### config.mk
export PLATFORM = sky130hd
export DESIGN_NAME = scmc_ctrl
export DESIGN_NICKNAME = d
export VERILOG_FILES = /design/src/design/scmc_pkg.sv /design/src/design/scmc_div.sv /design/src/design/scmc_ctrl.sv
export SDC_FILE = /design/constraint.sdc
export NUM_CORES = 1
export LEC_CHECK = 0
export BUFFER_PORTS_ARGS = -buffer_cell sky130_fd_sc_hd__buf_2
export CAP_MARGIN = 20
export CORE_ASPECT_RATIO = 0.6
export CORE_MARGIN = 5
export CORE_UTILIZATION = 37
export DETAILED_ROUTE_END_ITERATION = 6
export GPL_TIMING_DRIVEN = 0
export SETUP_SLACK_MARGIN = 0.1
export SLEW_MARGIN = 20
export SYNTH_ARGS = -nofsm -noshare
export SYNTH_HDL_FRONTEND = slang
export SYNTH_SLANG_ARGS = --single-unit
### constraint.sdc
create_clock -name mclk -period 3.39 [get_ports mclk]
set_clock_uncertainty 0.2 [all_clocks]
set_input_delay 1.017 -clock mclk [delete_from_list [all_inputs] [get_ports mclk]]
set_output_delay 1.017 -clock mclk [all_outputs]
set_load 0.02 [all_outputs]
### src/design/scmc_pkg.sv
// Shared constants and types for the system clock and mode controller
package scmc_pkg;

   // ==========================================================
   // Selection codes
   localparam logic [2:0] SEL_FAST_DIV1 = 3'h0; // Fast clock undivided
   localparam logic [2:0] SEL_SUB = 3'h7; // Sub clock as system clock
   localparam int DIV_STAGES = 7; // Taps for ratios 1,2,4..64

   // ==========================================================
   // Oscillator pin indices
   localparam int OSC_EXT_FAST = 0;
   localparam int OSC_INT_FAST = 1;
   localparam int OSC_EXT_SLOW = 2;
   localparam int OSC_INT_SLOW = 3;
   localparam int OSC_NUM = 4;

   // ==========================================================
   // Switch timing: current system clock periods before a change
   localparam int SWITCH_PERIODS = 4;
   localparam int SW_CNT_W = 3;

   // ==========================================================
   // Operating modes, one-hot
   typedef enum logic [5:0] {
      MODE_FAST = 6'h01,
      MODE_SLOW = 6'h02,
      MODE_SLEEP = 6'h04,
      MODE_IDLE_SLOW_ONLY = 6'h08,
      MODE_IDLE_BOTH = 6'h10,
      MODE_IDLE_FAST_ONLY = 6'h20
   } scmc_mode_t;

   // ==========================================================
   // Control fields written by the CPU
   typedef struct packed {
      logic [2:0] sysclk_select;
      logic fast_source_select;
      logic slow_source_select;
      logic halt_fast_osc_keep;
      logic halt_slow_osc_keep;
   } scmc_cfg_t;

   localparam scmc_cfg_t CFG_RESET = '{3'h0, 1'b0, 1'b0, 1'b0, 1'b0};

endpackage : scmc_pkg

### src/design/scmc_div.sv
// Power-of-two divider giving fast clock taps from 1 to 2^(STAGES-1)
`timescale 1ns/1ns
module scmc_div
#(
   parameter int STAGES = 7
)
(
   // Clock and reset
   input wire logic mclk,
   input wire logic rstn,
   // Sampled fast clock level
   input wire logic clk_in,
   // Divided levels, tap k is clk_in divided by 2^k
   output logic [STAGES-1:0] taps
);

   // ==========================================================
   // Elaboration check
   if (STAGES < 2)
   begin : g_bad
      $error("scmc_div needs at least two stages");
   end

   logic prev_q;
   logic [STAGES-2:0] cnt_q;
   logic [STAGES-2:0] cnt_d;
   logic rise;

   // ==========================================================
   // Counter advancing on each rising level of the input
   assign rise = clk_in & ~prev_q;

   always_comb
   begin
      cnt_d = cnt_q;
      if (rise)
      begin
         cnt_d = cnt_q + 1'b1;
      end
   end

   always_ff @(posedge mclk or negedge rstn)
   begin
      if (!rstn)
      begin
         prev_q <= 1'b0;
         cnt_q <= '0;
      end
      else
      begin
         prev_q <= clk_in;
         cnt_q <= cnt_d;
      end
   end

   // ==========================================================
   // Taps: bit k-1 of the counter toggles every 2^(k-1) input edges
   assign taps[0] = clk_in;
   for (genvar k = 1; k < STAGES; k++)
   begin : g_tap
      assign taps[k] = cnt_q[k-1];
   end
endmodule : scmc_div

### src/design/scmc_ctrl.sv
// System clock selection and operating mode controller
//
// Summary of operation
// - Codes 0..6 fast path, 7 sub clock
// - Fast clock from crystal or RC by bit
// - Sub clock from crystal or RC by bit
// - Fast mode divides fast clock 1..64
// - On sub clock, fast oscillator follows enable
// - Two running and four halted modes
// - Halt, no keeps: sleep, clocks stopped
// - Sleep keeps slow RC only with watchdog
// - Halt, slow keep: idle with sub clock
// - Halt, both keeps: everything keeps running
// - Halt, fast keep: idle with fast clock
// - Slow mode: fast clock follows enable bit
// - Decode select as 1,2..64 or sub
// - Fast source: 0 RC, 1 crystal
// - Slow source: 0 RC, 1 crystal
// - Switch after four current system clock periods
`timescale 1ns/1ns
module scmc_ctrl
(
   // Clock and reset
   input wire logic mclk,
   input wire logic rstn,
   // Oscillator levels, asynchronous to mclk
   input wire logic ext_fast_crystal,
   input wire logic int_fast_rc,
   input wire logic ext_slow_crystal,
   input wire logic int_slow_rc,
   // CPU control, same clock
   input wire scmc_pkg::scmc_cfg_t cfg,
   input wire logic fast_osc_enable,
   input wire logic watchdog_timer_enable,
   input wire logic halt_req,
   input wire logic wake_req,
   // Mode and status
   output scmc_pkg::scmc_mode_t mode_q,
   output logic cpu_run_q,
   output logic switch_busy_q,
   // Clocks as levels
   output logic sys_clk_q,
   output logic fast_clock_q,
   output logic sub_clock_q,
   output logic slow_rc_clock_q
);

   // ==========================================================
   // Oscillator synchronisers
   logic [scmc_pkg::OSC_NUM-1:0] osc_pins;
   logic [scmc_pkg::OSC_NUM-1:0] osc_s1_q;
   logic [scmc_pkg::OSC_NUM-1:0] osc_s2_q;

   assign osc_pins[scmc_pkg::OSC_EXT_FAST] = ext_fast_crystal;
   assign osc_pins[scmc_pkg::OSC_INT_FAST] = int_fast_rc;
   assign osc_pins[scmc_pkg::OSC_EXT_SLOW] = ext_slow_crystal;
   assign osc_pins[scmc_pkg::OSC_INT_SLOW] = int_slow_rc;

   // Two stages per pin; only the second stage feeds logic
   for (genvar i = 0; i < scmc_pkg::OSC_NUM; i++)
   begin : g_sync
      always_ff @(posedge mclk or negedge rstn)
      begin
         if (!rstn)
         begin
            osc_s1_q[i] <= 1'b0;
            osc_s2_q[i] <= 1'b0;
         end
         else
         begin
            osc_s1_q[i] <= osc_pins[i];
            osc_s2_q[i] <= osc_s1_q[i];
         end
      end
   end

   // ==========================================================
   // Source selection and clock gating per mode
   logic fast_src;
   logic sub_src;
   logic fast_on;
   logic sub_on;
   logic rc_on;
   logic fast_clock_d;
   logic sub_clock_d;
   logic slow_rc_clock_d;

   assign fast_src = cfg.fast_source_select ?
      osc_s2_q[scmc_pkg::OSC_EXT_FAST] :
      osc_s2_q[scmc_pkg::OSC_INT_FAST];
   assign sub_src = cfg.slow_source_select ?
      osc_s2_q[scmc_pkg::OSC_EXT_SLOW] :
      osc_s2_q[scmc_pkg::OSC_INT_SLOW];

   always_comb
   begin
      fast_on = 1'b0;
      sub_on = 1'b1;
      rc_on = 1'b1;
      unique case (mode_q)
         scmc_pkg::MODE_FAST: fast_on = 1'b1;
         scmc_pkg::MODE_SLOW: fast_on = fast_osc_enable;
         scmc_pkg::MODE_SLEEP:
         begin
            sub_on = 1'b0;
            rc_on = watchdog_timer_enable;
         end
         scmc_pkg::MODE_IDLE_SLOW_ONLY: fast_on = 1'b0;
         scmc_pkg::MODE_IDLE_BOTH: fast_on = 1'b1;
         scmc_pkg::MODE_IDLE_FAST_ONLY:
         begin
            fast_on = 1'b1;
            sub_on = 1'b0;
         end
      endcase
      fast_clock_d = fast_src & fast_on;
      sub_clock_d = sub_src & sub_on;
      slow_rc_clock_d = osc_s2_q[scmc_pkg::OSC_INT_SLOW] & rc_on;
   end

   always_ff @(posedge mclk or negedge rstn)
   begin
      if (!rstn)
      begin
         fast_clock_q <= 1'b0;
         sub_clock_q <= 1'b0;
         slow_rc_clock_q <= 1'b0;
      end
      else
      begin
         fast_clock_q <= fast_clock_d;
         sub_clock_q <= sub_clock_d;
         slow_rc_clock_q <= slow_rc_clock_d;
      end
   end

   // ==========================================================
   // Divided fast clock taps, extended with the sub clock at code 7
   logic [scmc_pkg::DIV_STAGES-1:0] taps;
   logic [scmc_pkg::DIV_STAGES:0] sel_levels;

   scmc_div #(.STAGES(scmc_pkg::DIV_STAGES)) u_div (
      .mclk(mclk),
      .rstn(rstn),
      .clk_in(fast_clock_q),
      .taps(taps)
   );

   assign sel_levels = {sub_clock_q, taps};

   // ==========================================================
   // Glitch-free switch: count current periods, then wait for both
   // levels low so no runt pulse reaches the system clock
   logic [2:0] cur_sel_q;
   logic [2:0] cur_sel_d;
   logic [scmc_pkg::SW_CNT_W-1:0] sw_cnt_q;
   logic [scmc_pkg::SW_CNT_W-1:0] sw_cnt_d;
   logic sys_prev_q;
   logic sys_rise;
   logic pending;
   logic sys_run;
   logic sys_clk_d;
   logic switch_now;

   assign sys_rise = sys_clk_q & ~sys_prev_q;
   assign pending = (cfg.sysclk_select != cur_sel_q);
   assign switch_now = pending
      && (sw_cnt_q == scmc_pkg::SW_CNT_W'(scmc_pkg::SWITCH_PERIODS))
      && !sel_levels[cur_sel_q] && !sel_levels[cfg.sysclk_select];

   always_comb
   begin
      cur_sel_d = cur_sel_q;
      sw_cnt_d = sw_cnt_q;
      if (!pending)
      begin
         sw_cnt_d = '0;
      end
      else if (switch_now)
      begin
         cur_sel_d = cfg.sysclk_select;
         sw_cnt_d = '0;
      end
      else if (sys_rise && sw_cnt_q !=
         scmc_pkg::SW_CNT_W'(scmc_pkg::SWITCH_PERIODS))
      begin
         sw_cnt_d = sw_cnt_q + 1'b1;
      end
   end

   // System clock presence per mode
   always_comb
   begin
      sys_run = 1'b1;
      unique case (mode_q)
         scmc_pkg::MODE_FAST, scmc_pkg::MODE_SLOW,
         scmc_pkg::MODE_IDLE_BOTH: sys_run = 1'b1;
         scmc_pkg::MODE_SLEEP: sys_run = 1'b0;
         scmc_pkg::MODE_IDLE_SLOW_ONLY:
            sys_run = (cur_sel_q == scmc_pkg::SEL_SUB);
         scmc_pkg::MODE_IDLE_FAST_ONLY:
            sys_run = (cur_sel_q != scmc_pkg::SEL_SUB);
      endcase
      sys_clk_d = sys_run & sel_levels[cur_sel_q];
   end

   always_ff @(posedge mclk or negedge rstn)
   begin
      if (!rstn)
      begin
         cur_sel_q <= scmc_pkg::SEL_FAST_DIV1;
         sw_cnt_q <= '0;
         sys_prev_q <= 1'b0;
         sys_clk_q <= 1'b0;
         switch_busy_q <= 1'b0;
      end
      else
      begin
         cur_sel_q <= cur_sel_d;
         sw_cnt_q <= sw_cnt_d;
         sys_prev_q <= sys_clk_q;
         sys_clk_q <= sys_clk_d;
         switch_busy_q <= (cfg.sysclk_select != cur_sel_d);
      end
   end

   // ==========================================================
   // Mode machine: halt picks the idle flavour from the keep bits
   scmc_pkg::scmc_mode_t mode_d;
   scmc_pkg::scmc_mode_t run_mode;

   assign run_mode = (cur_sel_d == scmc_pkg::SEL_SUB) ?
      scmc_pkg::MODE_SLOW : scmc_pkg::MODE_FAST;

   always_comb
   begin
      mode_d = mode_q;
      unique case (mode_q)
         scmc_pkg::MODE_FAST, scmc_pkg::MODE_SLOW:
         begin
            mode_d = run_mode;
            if (halt_req)
            begin
               unique case ({cfg.halt_fast_osc_keep,
                  cfg.halt_slow_osc_keep})
                  2'h0: mode_d = scmc_pkg::MODE_SLEEP;
                  2'h1: mode_d = scmc_pkg::MODE_IDLE_SLOW_ONLY;
                  2'h3: mode_d = scmc_pkg::MODE_IDLE_BOTH;
                  2'h2: mode_d = scmc_pkg::MODE_IDLE_FAST_ONLY;
               endcase
            end
         end
         scmc_pkg::MODE_SLEEP, scmc_pkg::MODE_IDLE_SLOW_ONLY,
         scmc_pkg::MODE_IDLE_BOTH, scmc_pkg::MODE_IDLE_FAST_ONLY:
         begin
            if (wake_req)
            begin
               mode_d = run_mode;
            end
         end
      endcase
   end

   always_ff @(posedge mclk or negedge rstn)
   begin
      if (!rstn)
      begin
         mode_q <= scmc_pkg::MODE_FAST;
         cpu_run_q <= 1'b1;
      end
      else
      begin
         mode_q <= mode_d;
         cpu_run_q <= (mode_d == scmc_pkg::MODE_FAST)
            || (mode_d == scmc_pkg::MODE_SLOW);
      end
   end
endmodule : scmc_ctrl

Word-level counts from Yosys, hierarchy flattened --
Cells that the tools add are included.
Cells by class: add/subtract/negate cells 2, $lt $le $gt $ge 2, eq/ne operators 19, mux-type cells 20, bitwise logic cells 8, reductions and logical operators 13
Operators with widths (number):
- 6-bit one-hot mux with 4 select lines | 1
- 3-bit 2-to-1 mux | 5
- 6-bit by 1-bit == test with 1-bit output, second input constant | 2
- 6-bit by 2-bit == test with 1-bit output, second input constant | 2
- 6-bit 2-to-1 mux | 2
- 6-bit one-hot mux with 2 select lines | 1
- 3-bit == test, second input constant | 3
- 3-bit by 4-bit < comparator with 1-bit output, second input constant | 2
- 6-bit by 1-bit adder with 6-bit output, second input constant | 1
- 1-bit bitwise AND | 6
- 1-bit binary-select mux with 3-bit select | 2
- 6-bit by 3-bit == test with 1-bit output, second input constant | 1
- 6-bit by 4-bit == test with 1-bit output, second input constant | 1
- 6-bit by 5-bit == test with 1-bit output, second input constant | 1
- 6-bit == test, second input constant | 1
- 1-bit 2-to-1 mux | 6
- 3-bit != test | 2
- 3-bit != test, second input constant | 2
- 3-bit OR reduction | 2
- 2-bit == test, second input constant | 2
- 1-bit logical AND | 4
- 1-bit one-hot mux with 4 select lines | 1
- 2-bit OR reduction | 2
- 4-bit OR reduction | 1
- 9 further kinds | 11
Storage, ports and cells: register bits after elaboration 34, input bits 17, output and inout bits 12, logic and storage cells 84

Depth between registers and ports, before layout --
Gate-level depths: netlist (run 1).
word-level depth 13, gate-level depth with buffers 6, gate-level depth less buffers 6

By module --
Synthesis (run 1) repeated with hierarchy kept, for this count alone.
Second synthesis, totals: cells, all modules 146, area total of the unflattened synthesis 1722.9 um2
By module, submodules not included:
- scmc_ctrl | times used 1, cells an instance 124, area each 1428.9 um2, seq. area each 678.2 um2
- scmc_div | times used 1, cells an instance 22, area each 294.0 um2, seq. area each 175.2 um2

Worst setup path after synthesis (run 1) --
Ideal clock, no wire load.
kind input port to flip-flop, start input cfg[5] (netlist name), end register cur_sel_q[0], setup time 0.128 ns, arrival time 2.400 ns, required time 3.062 ns, setup slack 0.663 ns, stages 4, path buffers 0, cell sequence mux4_1 mux2_2 a211oi_4 mux2_1
Between the ends: longest elaborated chain between the ends 6, elaborated cells between the ends (all ways) 9, those cells by class 1 x eq/ne; 4 x mux; 4 x reduce/logical
RTL lines:
- start: declaration | RTL line scmc_ctrl.sv:32 | input wire scmc_pkg::scmc_cfg_t cfg,
- 1-bit binary-select mux with 3-bit select or 3-bit != test (tied branches) | RTL line scmc_ctrl.sv:169, scmc_ctrl.sv:166
- 1-bit 2-to-1 mux (implied by the code) or 1-bit logical AND (tied branches) | RTL line scmc_ctrl.sv:169, scmc_ctrl.sv:168
- 1-bit zero test or 1-bit logical AND (tied branches) | RTL line scmc_ctrl.sv:169 | && !sel_levels[cur_sel_q] && !sel_levels[cfg.sysclk_select];
- 1-bit logical AND | RTL line scmc_ctrl.sv:169
- 3-bit 2-to-1 mux | RTL line scmc_ctrl.sv:179 | else if (switch_now)
- 3-bit 2-to-1 mux (*) | RTL line scmc_ctrl.sv:175 | if (!pending)
- via cur_sel_d[0] | RTL line scmc_ctrl.sv:155 | logic [2:0] cur_sel_d;
- end signal: assignment | RTL line scmc_ctrl.sv:211 | cur_sel_q <= scmc_pkg::SEL_FAST_DIV1;
- end signal: assignment | RTL line scmc_ctrl.sv:219 | cur_sel_q <= cur_sel_d;
- end: declaration | RTL line scmc_ctrl.sv:154 | logic [2:0] cur_sel_q;
The timed path passes the listed nets; every way through them passes the cells marked *. The select of a mux whose other input is x is not followed. A chain may end at the register's enable or synchronous reset.

Worst setup path in the final report (run 1) --
start input cfg[5] (netlist name), end register mode_q[1]
Between the ends: longest elaborated chain between the ends 10, elaborated cells between the ends (all ways) 14, those cells by class 2 x eq/ne; 8 x mux; 4 x reduce/logical
RTL lines:
- 1-bit binary-select mux with 3-bit select or 3-bit != test (tied branches) | RTL line scmc_ctrl.sv:169, scmc_ctrl.sv:166
- 1-bit 2-to-1 mux (implied by the code) or 1-bit logical AND (tied branches) | RTL line scmc_ctrl.sv:169, scmc_ctrl.sv:168
- 1-bit zero test or 1-bit logical AND (tied branches) | RTL line scmc_ctrl.sv:169
- 1-bit logical AND | RTL line scmc_ctrl.sv:169
- 3-bit 2-to-1 mux | RTL line scmc_ctrl.sv:179
- 3-bit 2-to-1 mux (*) | RTL line scmc_ctrl.sv:175
- 3-bit == test (*) | RTL line scmc_ctrl.sv:232 | assign run_mode = (cur_sel_d == scmc_pkg::SEL_SUB) ?
- 2-bit 2-to-1 mux (*) | RTL line scmc_ctrl.sv:232
- 6-bit 2-to-1 mux (on tied branches) | RTL line scmc_ctrl.sv:256, scmc_ctrl.sv:242
- 6-bit one-hot mux with 2 select lines (*) | RTL line scmc_ctrl.sv:238 | unique case (mode_q)
- via mode_d[1] | RTL line scmc_ctrl.sv:229 | scmc_pkg::scmc_mode_t mode_d;
- end signal: assignment | RTL line scmc_ctrl.sv:268 | mode_q <= scmc_pkg::MODE_FAST;
- end signal: assignment | RTL line scmc_ctrl.sv:273 | mode_q <= mode_d;
- end: declaration | RTL line scmc_ctrl.sv:38 | output scmc_pkg::scmc_mode_t mode_q,
Marks and branches as above.

==> metrics.txt, run 1 <==
# TYPE chip_impl_metric gauge
chip_impl_metric{name="p_leak",unit="nW"} 0.9154
chip_impl_metric{name="max_cap_violations",unit=""} 0
chip_impl_metric{name="tns",unit="ns"} 0
chip_impl_info{name="cp-end-kind",value="flop"} 1
chip_impl_metric{name="grt_antenna_before_repair",unit=""} 0
chip_impl_metric{name="areaGrowthSynthToFinish",unit="%"} 18.59
chip_impl_metric{name="min_clock_period_post_route",unit="ns"} 2.743
chip_impl_metric{name="dr_total_vias",unit=""} 1173
chip_impl_metric{name="drt-initial-drc-count",unit=""} 49
chip_impl_metric{name="report.final.hold_viol_count",unit=""} 0
chip_impl_info{name="crit_path_launch_type",value="input pin"} 1
chip_impl_metric{name="grt_first_pass_wirelength",unit="um"} 5347
chip_impl_metric{name="layout.filler_cells",unit=""} 384
chip_impl_metric{name="post_cts_resize_count",unit=""} 0
chip_impl_metric{name="dr.pass1.iters",unit=""} 4
chip_impl_metric{name="power_per_cell_area",unit="nW/um^2"} 707.8
chip_impl_metric{name="worstPathArrival",unit="ns"} 2.76
chip_impl_metric{name="vias_in_the_first_global_route",unit=""} 1118
chip_impl_metric{name="power",unit="mW"} 1.384
chip_impl_metric{name="cts_buffers",unit=""} 5
chip_impl_metric{name="synth_cells",unit=""} 145
chip_impl_metric{name="synth_edf_count",unit=""} 0
chip_impl_metric{name="n_antenna_cell",unit=""} 0
chip_impl_metric{name="finalWeightedCongestion",unit=""} 0.7660
chip_impl_metric{name="die_h",unit="um"} 61.71
chip_impl_metric{name="io_pins",unit=""} 29
chip_impl_metric{name="synthesis.area",unit="um^2"} 1649
chip_impl_metric{name="grt_overflow",unit=""} 0
chip_impl_metric{name="number_of_nets_in_the_layout",unit=""} 200
chip_impl_metric{name="route.detailed.wl_per_inst",unit="um"} 13.01
chip_impl_metric{name="routed_via_count_divided_by_cell_count",unit=""} 4.867
chip_impl_metric{name="clkTransAtPathRegs",unit="ns"} 0.07
chip_impl_metric{name="cts_hold_buffers",unit=""} 0
chip_impl_metric{name="yosys.cell_types.count",unit=""} 44
chip_impl_info{name="grt_setup_unrepaired",value="no"} 1
chip_impl_metric{name="drive_above_1_share",unit=""} 0.2541
chip_impl_metric{name="synth-seq-area-share",unit=""} 0.5175
chip_impl_metric{name="setup-violations-final",unit=""} 0
chip_impl_metric{name="ys_warn_count",unit=""} 0
chip_impl_metric{name="chipWidth",unit="um"} 96.19
chip_impl_metric{name="max_freq",unit="MHz"} 364.6
chip_impl_metric{name="port_buffers",unit=""} 28
chip_impl_metric{name="placement.setup.worst_slack",unit="ns"} 0.3470
chip_impl_metric{name="global_routing_usage_summed_across_all_routing_layers",unit=""} 0.1206
chip_impl_metric{name="finalMaxSlewViolations",unit=""} 0
chip_impl_info{name="tritoncts",value="built"} 1
chip_impl_metric{name="worst_slack",unit="ns"} 0.6474
chip_impl_metric{name="core.rowCount",unit=""} 18
chip_impl_metric{name="layout_worst_path_cycle_share",unit=""} 0.8090
chip_impl_info{name="postSynth.topFlopCell",value="dfrtp_1"} 1
chip_impl_metric{name="clk-insertion-delay-late",unit="ns"} 0.28
chip_impl_metric{name="die_footprint",unit="um^2"} 5936
chip_impl_metric{name="slack_of_the_worst_reg_to_reg_path",unit="ns"} 1.17
chip_impl_metric{name="peak_fanout_along_the_critical_path",unit=""} 5
chip_impl_metric{name="slew-limit-headroom",unit=""} 0.5038
chip_impl_metric{name="final_antenna_net_count",unit=""} 0
chip_impl_metric{name="worst_voltage_drop_across_the_vdd_grid",unit="mV"} 0.2195
chip_impl_metric{name="clock_sinks",unit=""} 34
chip_impl_metric{name="floorplan.initialDensity",unit=""} 0.3916
chip_impl_metric{name="final_hold_slack",unit="ns"} 0.1498
chip_impl_metric{name="postCtsSetupBuffers",unit=""} 0
chip_impl_info{name="status",value="finished clean"} 1
chip_impl_metric{name="grt.met1_usage",unit=""} 0.1626
chip_impl_metric{name="required_time_worst_endpoint",unit="ns"} 3.41
chip_impl_metric{name="grt_use_met2",unit=""} 0.1835
chip_impl_metric{name="syn_avg_cell_area",unit="um^2"} 11.37
chip_impl_metric{name="floorplan.core_area",unit="um^2"} 4212
chip_impl_info{name="grt_busiest_layer",value="met2"} 1
chip_impl_metric{name="worst-slew-pin-transition",unit="ns"} 0.7444
chip_impl_metric{name="synth-seq-cells",unit=""} 34
chip_impl_metric{name="syn-num-nets",unit=""} 165
chip_impl_metric{name="maximum_clock_insertion_buffer_count",unit=""} 2
chip_impl_metric{name="synth_async_sr_flop_share",unit=""} 1.000
chip_impl_metric{name="grt_util_met3",unit=""} 0.04091
chip_impl_info{name="worst_hold_path_type",value="flop to flop"} 1
chip_impl_metric{name="detail_route.wirelength",unit="um"} 3135
chip_impl_metric{name="grt_start_max_net_pins",unit=""} 35
chip_impl_info{name="worst-setup-path-type",value="input pin to flop"} 1
chip_impl_metric{name="place.detailed.hpwl",unit="um"} 2352
chip_impl_metric{name="drcViolationCount",unit=""} 0
chip_impl_metric{name="ctsHtreeMaxLevel",unit=""} 2
chip_impl_info{name="cts.root.buffer_cell",value="clkbuf_8"} 1
[report_power, final]
group          switching (mW)  internal, mW
Clock                   0.139         0.164
Sequential             0.0983         0.513
Combinational           0.261         0.209
Total                   0.498         0.886
[cell usage after synthesis, types with 4 or more instances]
library cell / n / area (um^2)
xnor2_1: 4 / 35.03
dfrtp_1: 32 / 800.8
inv_1: 8 / 30.03
nor2_1: 7 / 26.28
a21oi_1: 5 / 25.02
nand3_1: 9 / 45.04
xor2_1: 8 / 70.07
nand2_1: 10 / 37.54
nor3_1: 4 / 20.02
mux2_1: 4 / 45.04
nor2b_1: 4 / 25.02
mux2i_1: 6 / 60.06
[layout by cell type, fill, tap and decap left out, types with 4 or more instances in the layout]
cell	count
nand2_1	10
clkbuf_1	4
dfrtp_1	32
buf_2	29
xor2_1	8
mux2i_1	6
nor3_1	4
nor2b_1	4
inv_1	8
nor2_1	7
nand3_1	9
clkbuf_8	6
xnor2_1	4
a21oi_1	5
mux2_1	4
[per-stage QoR]
step,cells,util,cell area [um^2]
final,241,0.4643,1956
after global routing,241,0.4643,1956
after CTS,241,0.4643,1956
after detailed placement,233,0.4427,1864
after global placement,233,0.4427,1864
after floorplan,145,-,1649
[final timing paths]
kind                                            start                      end  cells past startpoint
max reg2reg                u_div.cnt_q[0]$_DFFE_PN0P_      mode_q[1]$_DFF_PN0_                      5
min reg2reg                     osc_s1_q[0]$_DFF_PN0_    osc_s2_q[0]$_DFF_PN0_                      0
min in group asynchronous                        rstn      mode_q[5]$_DFF_PN0_                      1
max                                            cfg[5]      mode_q[1]$_DFF_PN0_                      6
max in group asynchronous                        rstn  sw_cnt_q[0]$_DFFE_PN0P_                      1
min                             osc_s1_q[0]$_DFF_PN0_    osc_s2_q[0]$_DFF_PN0_                      0
[kinds of logic (layout without fill, tap and decap cells)]
kind of cell,Yosys count,count (layout),share of synthesized area
buf+inv,14,50,0.03262
flops,34,34,0.5175
fa+ha+maj,3,3,0.02276
simple gates,47,47,0.1586
mux,15,15,0.1161
compound gates,20,20,0.08878
xor+xnor,12,12,0.06373
[metal layers]
layer  part of all wire  vias up
met5                  0        -
met4             0.0054        0
met3              0.042        2
met2               0.44       20
met1               0.51      567
li1                   -      584
[area by class of cell]
type / instances / area [um^2] / area share
sequential: 34 / 853.3 / 0.4363
multi-input combinational: 97 / 742.0 / 0.3794
timing repair buffer: 28 / 140.1 / 0.07166
clock buffer: 7 / 86.33 / 0.04415
tap: 60 / 75.07 / 0.03839
inverter: 9 / 33.78 / 0.01727
buffer: 5 / 20.02 / 0.01024
clock inverter: 1 / 5.005 / 0.002559
[worst max-delay path, stage by stage]
cell and delay, ns:
buf_2 0.15, mux4_1 0.56, mux2_2 0.30, a211oi_4 0.30, mux2i_1 0.27, nor2b_4 0.16
[registers in the layout (all words and copies together) (netlist names), 3 cells and up]
| register | count |
|---|---|
| cur_sel_q | 3 |
| mode_q | 6 |
| osc_s1_q | 4 |
| osc_s2_q | 4 |
| sw_cnt_q | 3 |
| u_div.cnt_q | 6 |
(Power assumes the default switching activity.)
==> run 2: changes to the inputs <==
ABC_AREA = 1   (was not set)
clock period = 2.9 ns   (was 3.39 ns; I/O delays follow)
==> metrics.txt, run 2 <==
# TYPE chip_impl_metric gauge
chip_impl_info{name="status",value="finished clean"} 1
chip_impl_metric{name="slack_of_the_worst_reg_to_reg_path",unit="ns"} 1.03
chip_impl_metric{name="power_frac_clock",unit=""} 0.218
chip_impl_metric{name="grt_util_met3",unit=""} 0.04571
chip_impl_metric{name="dr.pass1.iters",unit=""} 4
chip_impl_metric{name="clk-insertion-delay-late",unit="ns"} 0.29
chip_impl_info{name="worst_r2r_endpoint",value="mode_q[1]$_DFF_PN0_"} 1
chip_impl_metric{name="die_h",unit="um"} 62.47
chip_impl_metric{name="synthesis.area",unit="um^2"} 1698
chip_impl_metric{name="io_pins",unit=""} 29
chip_impl_info{name="critPathTopFamily",value="flip-flops"} 1
chip_impl_metric{name="number_of_nets_in_the_layout",unit=""} 255
chip_impl_metric{name="dr_total_vias",unit=""} 1363
chip_impl_metric{name="setup-violations-final",unit=""} 0
chip_impl_metric{name="grt_start_max_net_pins",unit=""} 35
chip_impl_metric{name="place.detailed.instances",unit=""} 291
chip_impl_metric{name="post_layout_nonfiller_instances",unit=""} 299
chip_impl_metric{name="floorplan.initialDensity",unit=""} 0.3779
chip_impl_metric{name="place.detailed.hpwl",unit="um"} 2581
chip_impl_metric{name="max_cap_violations",unit=""} 0
chip_impl_metric{name="worstPathArrival",unit="ns"} 1.04
chip_impl_metric{name="p_int",unit="mW"} 0.9692
chip_impl_metric{name="layout_worst_path_cycle_share",unit=""} 0.7280
chip_impl_metric{name="comb_power_share",unit=""} 0.360
chip_impl_info{name="worstPathCellList",value="buf_2"} 1
chip_impl_metric{name="placement.cell_area",unit="um^2"} 1912
chip_impl_metric{name="tns",unit="ns"} 0
chip_impl_info{name="layout_commonest_cell",value="nand2_1"} 1
chip_impl_metric{name="areaGrowthSynthToFinish",unit="%"} 17.91
chip_impl_metric{name="n_antenna_cell",unit=""} 0
chip_impl_metric{name="syn-num-nets",unit=""} 221
chip_impl_metric{name="synth_edf_count",unit=""} 0
chip_impl_metric{name="detail_route.wirelength",unit="um"} 3384
chip_impl_metric{name="drcViolationCount",unit=""} 0
chip_impl_info{name="crit-reg2reg-launch",value="cur_sel_q[0]$_DFF_PN0_"} 1
chip_impl_info{name="cp-end-kind",value="primary output"} 1
chip_impl_info{name="grt_busiest_layer",value="met1"} 1
chip_impl_metric{name="cts_hold_buffers",unit=""} 0
chip_impl_metric{name="grt_use_met2",unit=""} 0.1672
chip_impl_metric{name="syn_avg_cell_area",unit="um^2"} 8.447
chip_impl_metric{name="synth-seq-cells",unit=""} 34
chip_impl_metric{name="worst-slew-pin-transition",unit="ns"} 0.7583
chip_impl_metric{name="finalMaxSlewViolations",unit=""} 0
chip_impl_metric{name="finalWeightedCongestion",unit=""} 0.8358
chip_impl_metric{name="post_cts_resize_count",unit=""} 0
chip_impl_metric{name="required_time_worst_endpoint",unit="ns"} 1.83
chip_impl_metric{name="die_footprint",unit="um^2"} 6088
chip_impl_metric{name="floorplan.core_area",unit="um^2"} 4493
chip_impl_metric{name="worst_path_largest_cell_delay",unit="ns"} 0.58
chip_impl_info{name="synth.top_cells.by_area",value="dfrtp_1 (47%), nand2_1 (11%), inv_1 (7.3%), nand3_1 (5.0%), dfstp_2 (3.1%)"} 1
chip_impl_metric{name="ys_warn_count",unit=""} 0
chip_impl_metric{name="synth_async_sr_flop_share",unit=""} 1.000
chip_impl_info{name="reg.largest.list",value="mode_q x6, u_div.cnt_q x6"} 1
chip_impl_metric{name="utilization",unit=""} 0.4456
chip_impl_metric{name="report.final.hold_viol_count",unit=""} 0
chip_impl_metric{name="grt.met1_usage",unit=""} 0.1824
chip_impl_metric{name="maximum_clock_insertion_buffer_count",unit=""} 2
chip_impl_info{name="worst-setup-path-type",value="flop to primary output"} 1
chip_impl_metric{name="core.rowCount",unit=""} 19
chip_impl_metric{name="yosys.cell_types.count",unit=""} 26
chip_impl_metric{name="critical_path.n_buffers_inverters",unit=""} 1
chip_impl_metric{name="power",unit="mW"} 1.597
chip_impl_metric{name="postCtsSetupBuffers",unit=""} 0
chip_impl_metric{name="peak_fanout_along_the_critical_path",unit=""} 5
chip_impl_info{name="tritoncts",value="built"} 1
chip_impl_metric{name="worst_r2r_path_depth",unit=""} 14
chip_impl_info{name="postSynth.topFlopCell",value="dfrtp_1"} 1
chip_impl_info{name="ys_top_cells_by_count",value="nand2_1 (52), inv_1 (33), dfrtp_1 (32)"} 1
chip_impl_info{name="cp_slowest_cell",value="dfstp_2"} 1
chip_impl_metric{name="slew-limit-headroom",unit=""} 0.4944
chip_impl_metric{name="routed_via_count_divided_by_cell_count",unit=""} 4.559
chip_impl_info{name="grt_setup_unrepaired",value="no"} 1
chip_impl_metric{name="port_buffers",unit=""} 27
chip_impl_metric{name="cts_buffers",unit=""} 5
chip_impl_metric{name="grt_overflow",unit=""} 0
chip_impl_metric{name="synth.top_cell.area_share",unit=""} 0.4716
chip_impl_info{name="post-synth-top-area-cell",value="dfrtp_1"} 1
chip_impl_metric{name="min_path_cells",unit=""} 0
chip_impl_metric{name="clkTransAtPathRegs",unit="ns"} 0.07
chip_impl_metric{name="p_leak",unit="nW"} 1.083
chip_impl_metric{name="power_per_cell_area",unit="nW/um^2"} 797.7
chip_impl_info{name="cts.root.buffer_cell",value="clkbuf_8"} 1
chip_impl_info{name="worst_hold_path_type",value="flop to flop"} 1
chip_impl_metric{name="drt-initial-drc-count",unit=""} 38
chip_impl_metric{name="power_frac_seq",unit=""} 0.422
chip_impl_metric{name="route.detailed.wl_per_inst",unit="um"} 11.32
chip_impl_metric{name="final_antenna_net_count",unit=""} 0
chip_impl_info{name="worstHoldEndpoint",value="osc_s2_q[0]$_DFF_PN0_"} 1
chip_impl_metric{name="max_freq",unit="MHz"} 473.7
chip_impl_metric{name="global_routing_usage_summed_across_all_routing_layers",unit=""} 0.1250
chip_impl_metric{name="vias_in_the_first_global_route",unit=""} 1329
chip_impl_metric{name="ctsHtreeMaxLevel",unit=""} 2
chip_impl_metric{name="clock_sinks",unit=""} 34
chip_impl_metric{name="worst_voltage_drop_across_the_vdd_grid",unit="mV"} 0.2762
chip_impl_metric{name="synth-seq-area-share",unit=""} 0.5026
chip_impl_metric{name="grt_first_pass_wirelength",unit="um"} 6120
chip_impl_metric{name="grt_antenna_before_repair",unit=""} 0
chip_impl_metric{name="p_switching",unit="mW"} 0.6278
chip_impl_info{name="most_used_cells_in_the_layout_excluding_fill_and_tap_cells",value="nand2_1 (52), inv_1 (33), dfrtp_1 (32)"} 1
chip_impl_metric{name="drive_above_1_share",unit=""} 0.2203
chip_impl_info{name="hold_path_startpoint",value="osc_s1_q[0]$_DFF_PN0_"} 1
chip_impl_info{name="crit_path_launch_type",value="flop"} 1
chip_impl_info{name="most_numerous_cell_in_the_yosys_netlist",value="nand2_1"} 1
chip_impl_metric{name="chipWidth",unit="um"} 97.46
chip_impl_metric{name="swShare",unit=""} 0.3931
chip_impl_metric{name="min_clock_period_post_route",unit="ns"} 2.111
chip_impl_metric{name="final_area",unit="um^2"} 2002
chip_impl_metric{name="synth_cells",unit=""} 201
run 2: changes by cell type after synthesis, sizes merged, moves of 5 or more:
| cell | before | now |
|---|---|---|
| mux2i | 6 | 1 |
| nand2 | 10 | 55 |
| nand3 | 9 | 20 |
| mux2 | 7 | 0 |
| inv | 9 | 35 |
| nor2 | 7 | 17 |
| nor2b | 5 | 0 |
run 2: cells by family (layout without fill, tap and decap cells):
family | after synthesis | in the layout | synth area share
fa+ha+maj | 3 | 3 | 0.02211
flops | 34 | 34 | 0.5026
simple gates | 104 | 104 | 0.2822
buf+inv | 37 | 72 | 0.09359
mux | 1 | 1 | 0.005896
compound gates | 13 | 13 | 0.04716
xor+xnor | 9 | 9 | 0.04643
run 2: how the worst max path moves through the flow:
stage	end	from	cells after the start
2_1_floorplan	mode_q[1]$_DFF_PN0_	cfg[4]	12
3_3_place_gp	mode_q[1]$_DFF_PN0_	cfg[5]	14
3_5_place_dp	mode_q[1]$_DFF_PN0_	cfg[5]	14
4_1_cts	mode_q[0]	mode_q[0]$_DFF_PN1_	1
5_1_grt	mode_q[1]$_DFF_PN0_	cfg[5]	14
6_report	mode_q[0]	mode_q[0]$_DFF_PN1_	1
run 2: metrics by stage:
step | worst slack [ns] | hold slack [ns]
CTS | 0.7728 | 0.1505
detailed placement | 0.4853 | 0.1356
global route | 0.6055 | 0.1641
global placement | 0.5134 | 0.1324
floorplan | 0.7256 | 0.1312
finish | 0.7888 | 0.1478
run 2: final cells by class:
cell class,count,area (um^2)
clock buffer,5,68.82
timing repair buffer,27,135.1
sequential,34,853.3
buffer,2,22.52
inverter,35,136.4
multi-input combinational,130,685.7
clock inverter,3,21.27
tap,63,78.83
fill,448,2491
run 2: power groups by stage:
stage / sequential [mW] / clock, mW / combinational [mW]
after floorplan: 0.709 / 0 / 0.400
after global placement: 0.681 / 0 / 0.574
after detailed placement: 0.682 / 0 / 0.577
after CTS: 0.675 / 0.362 / 0.580
after global routing: 0.692 / 0.387 / 0.657
final: 0.674 / 0.348 / 0.575
run 2: metal layers:
layer	wire, um	vias up
met5	0	-
met4	44	0
met3	221	6
met2	1290	36
met1	1828	633
li1	-	688
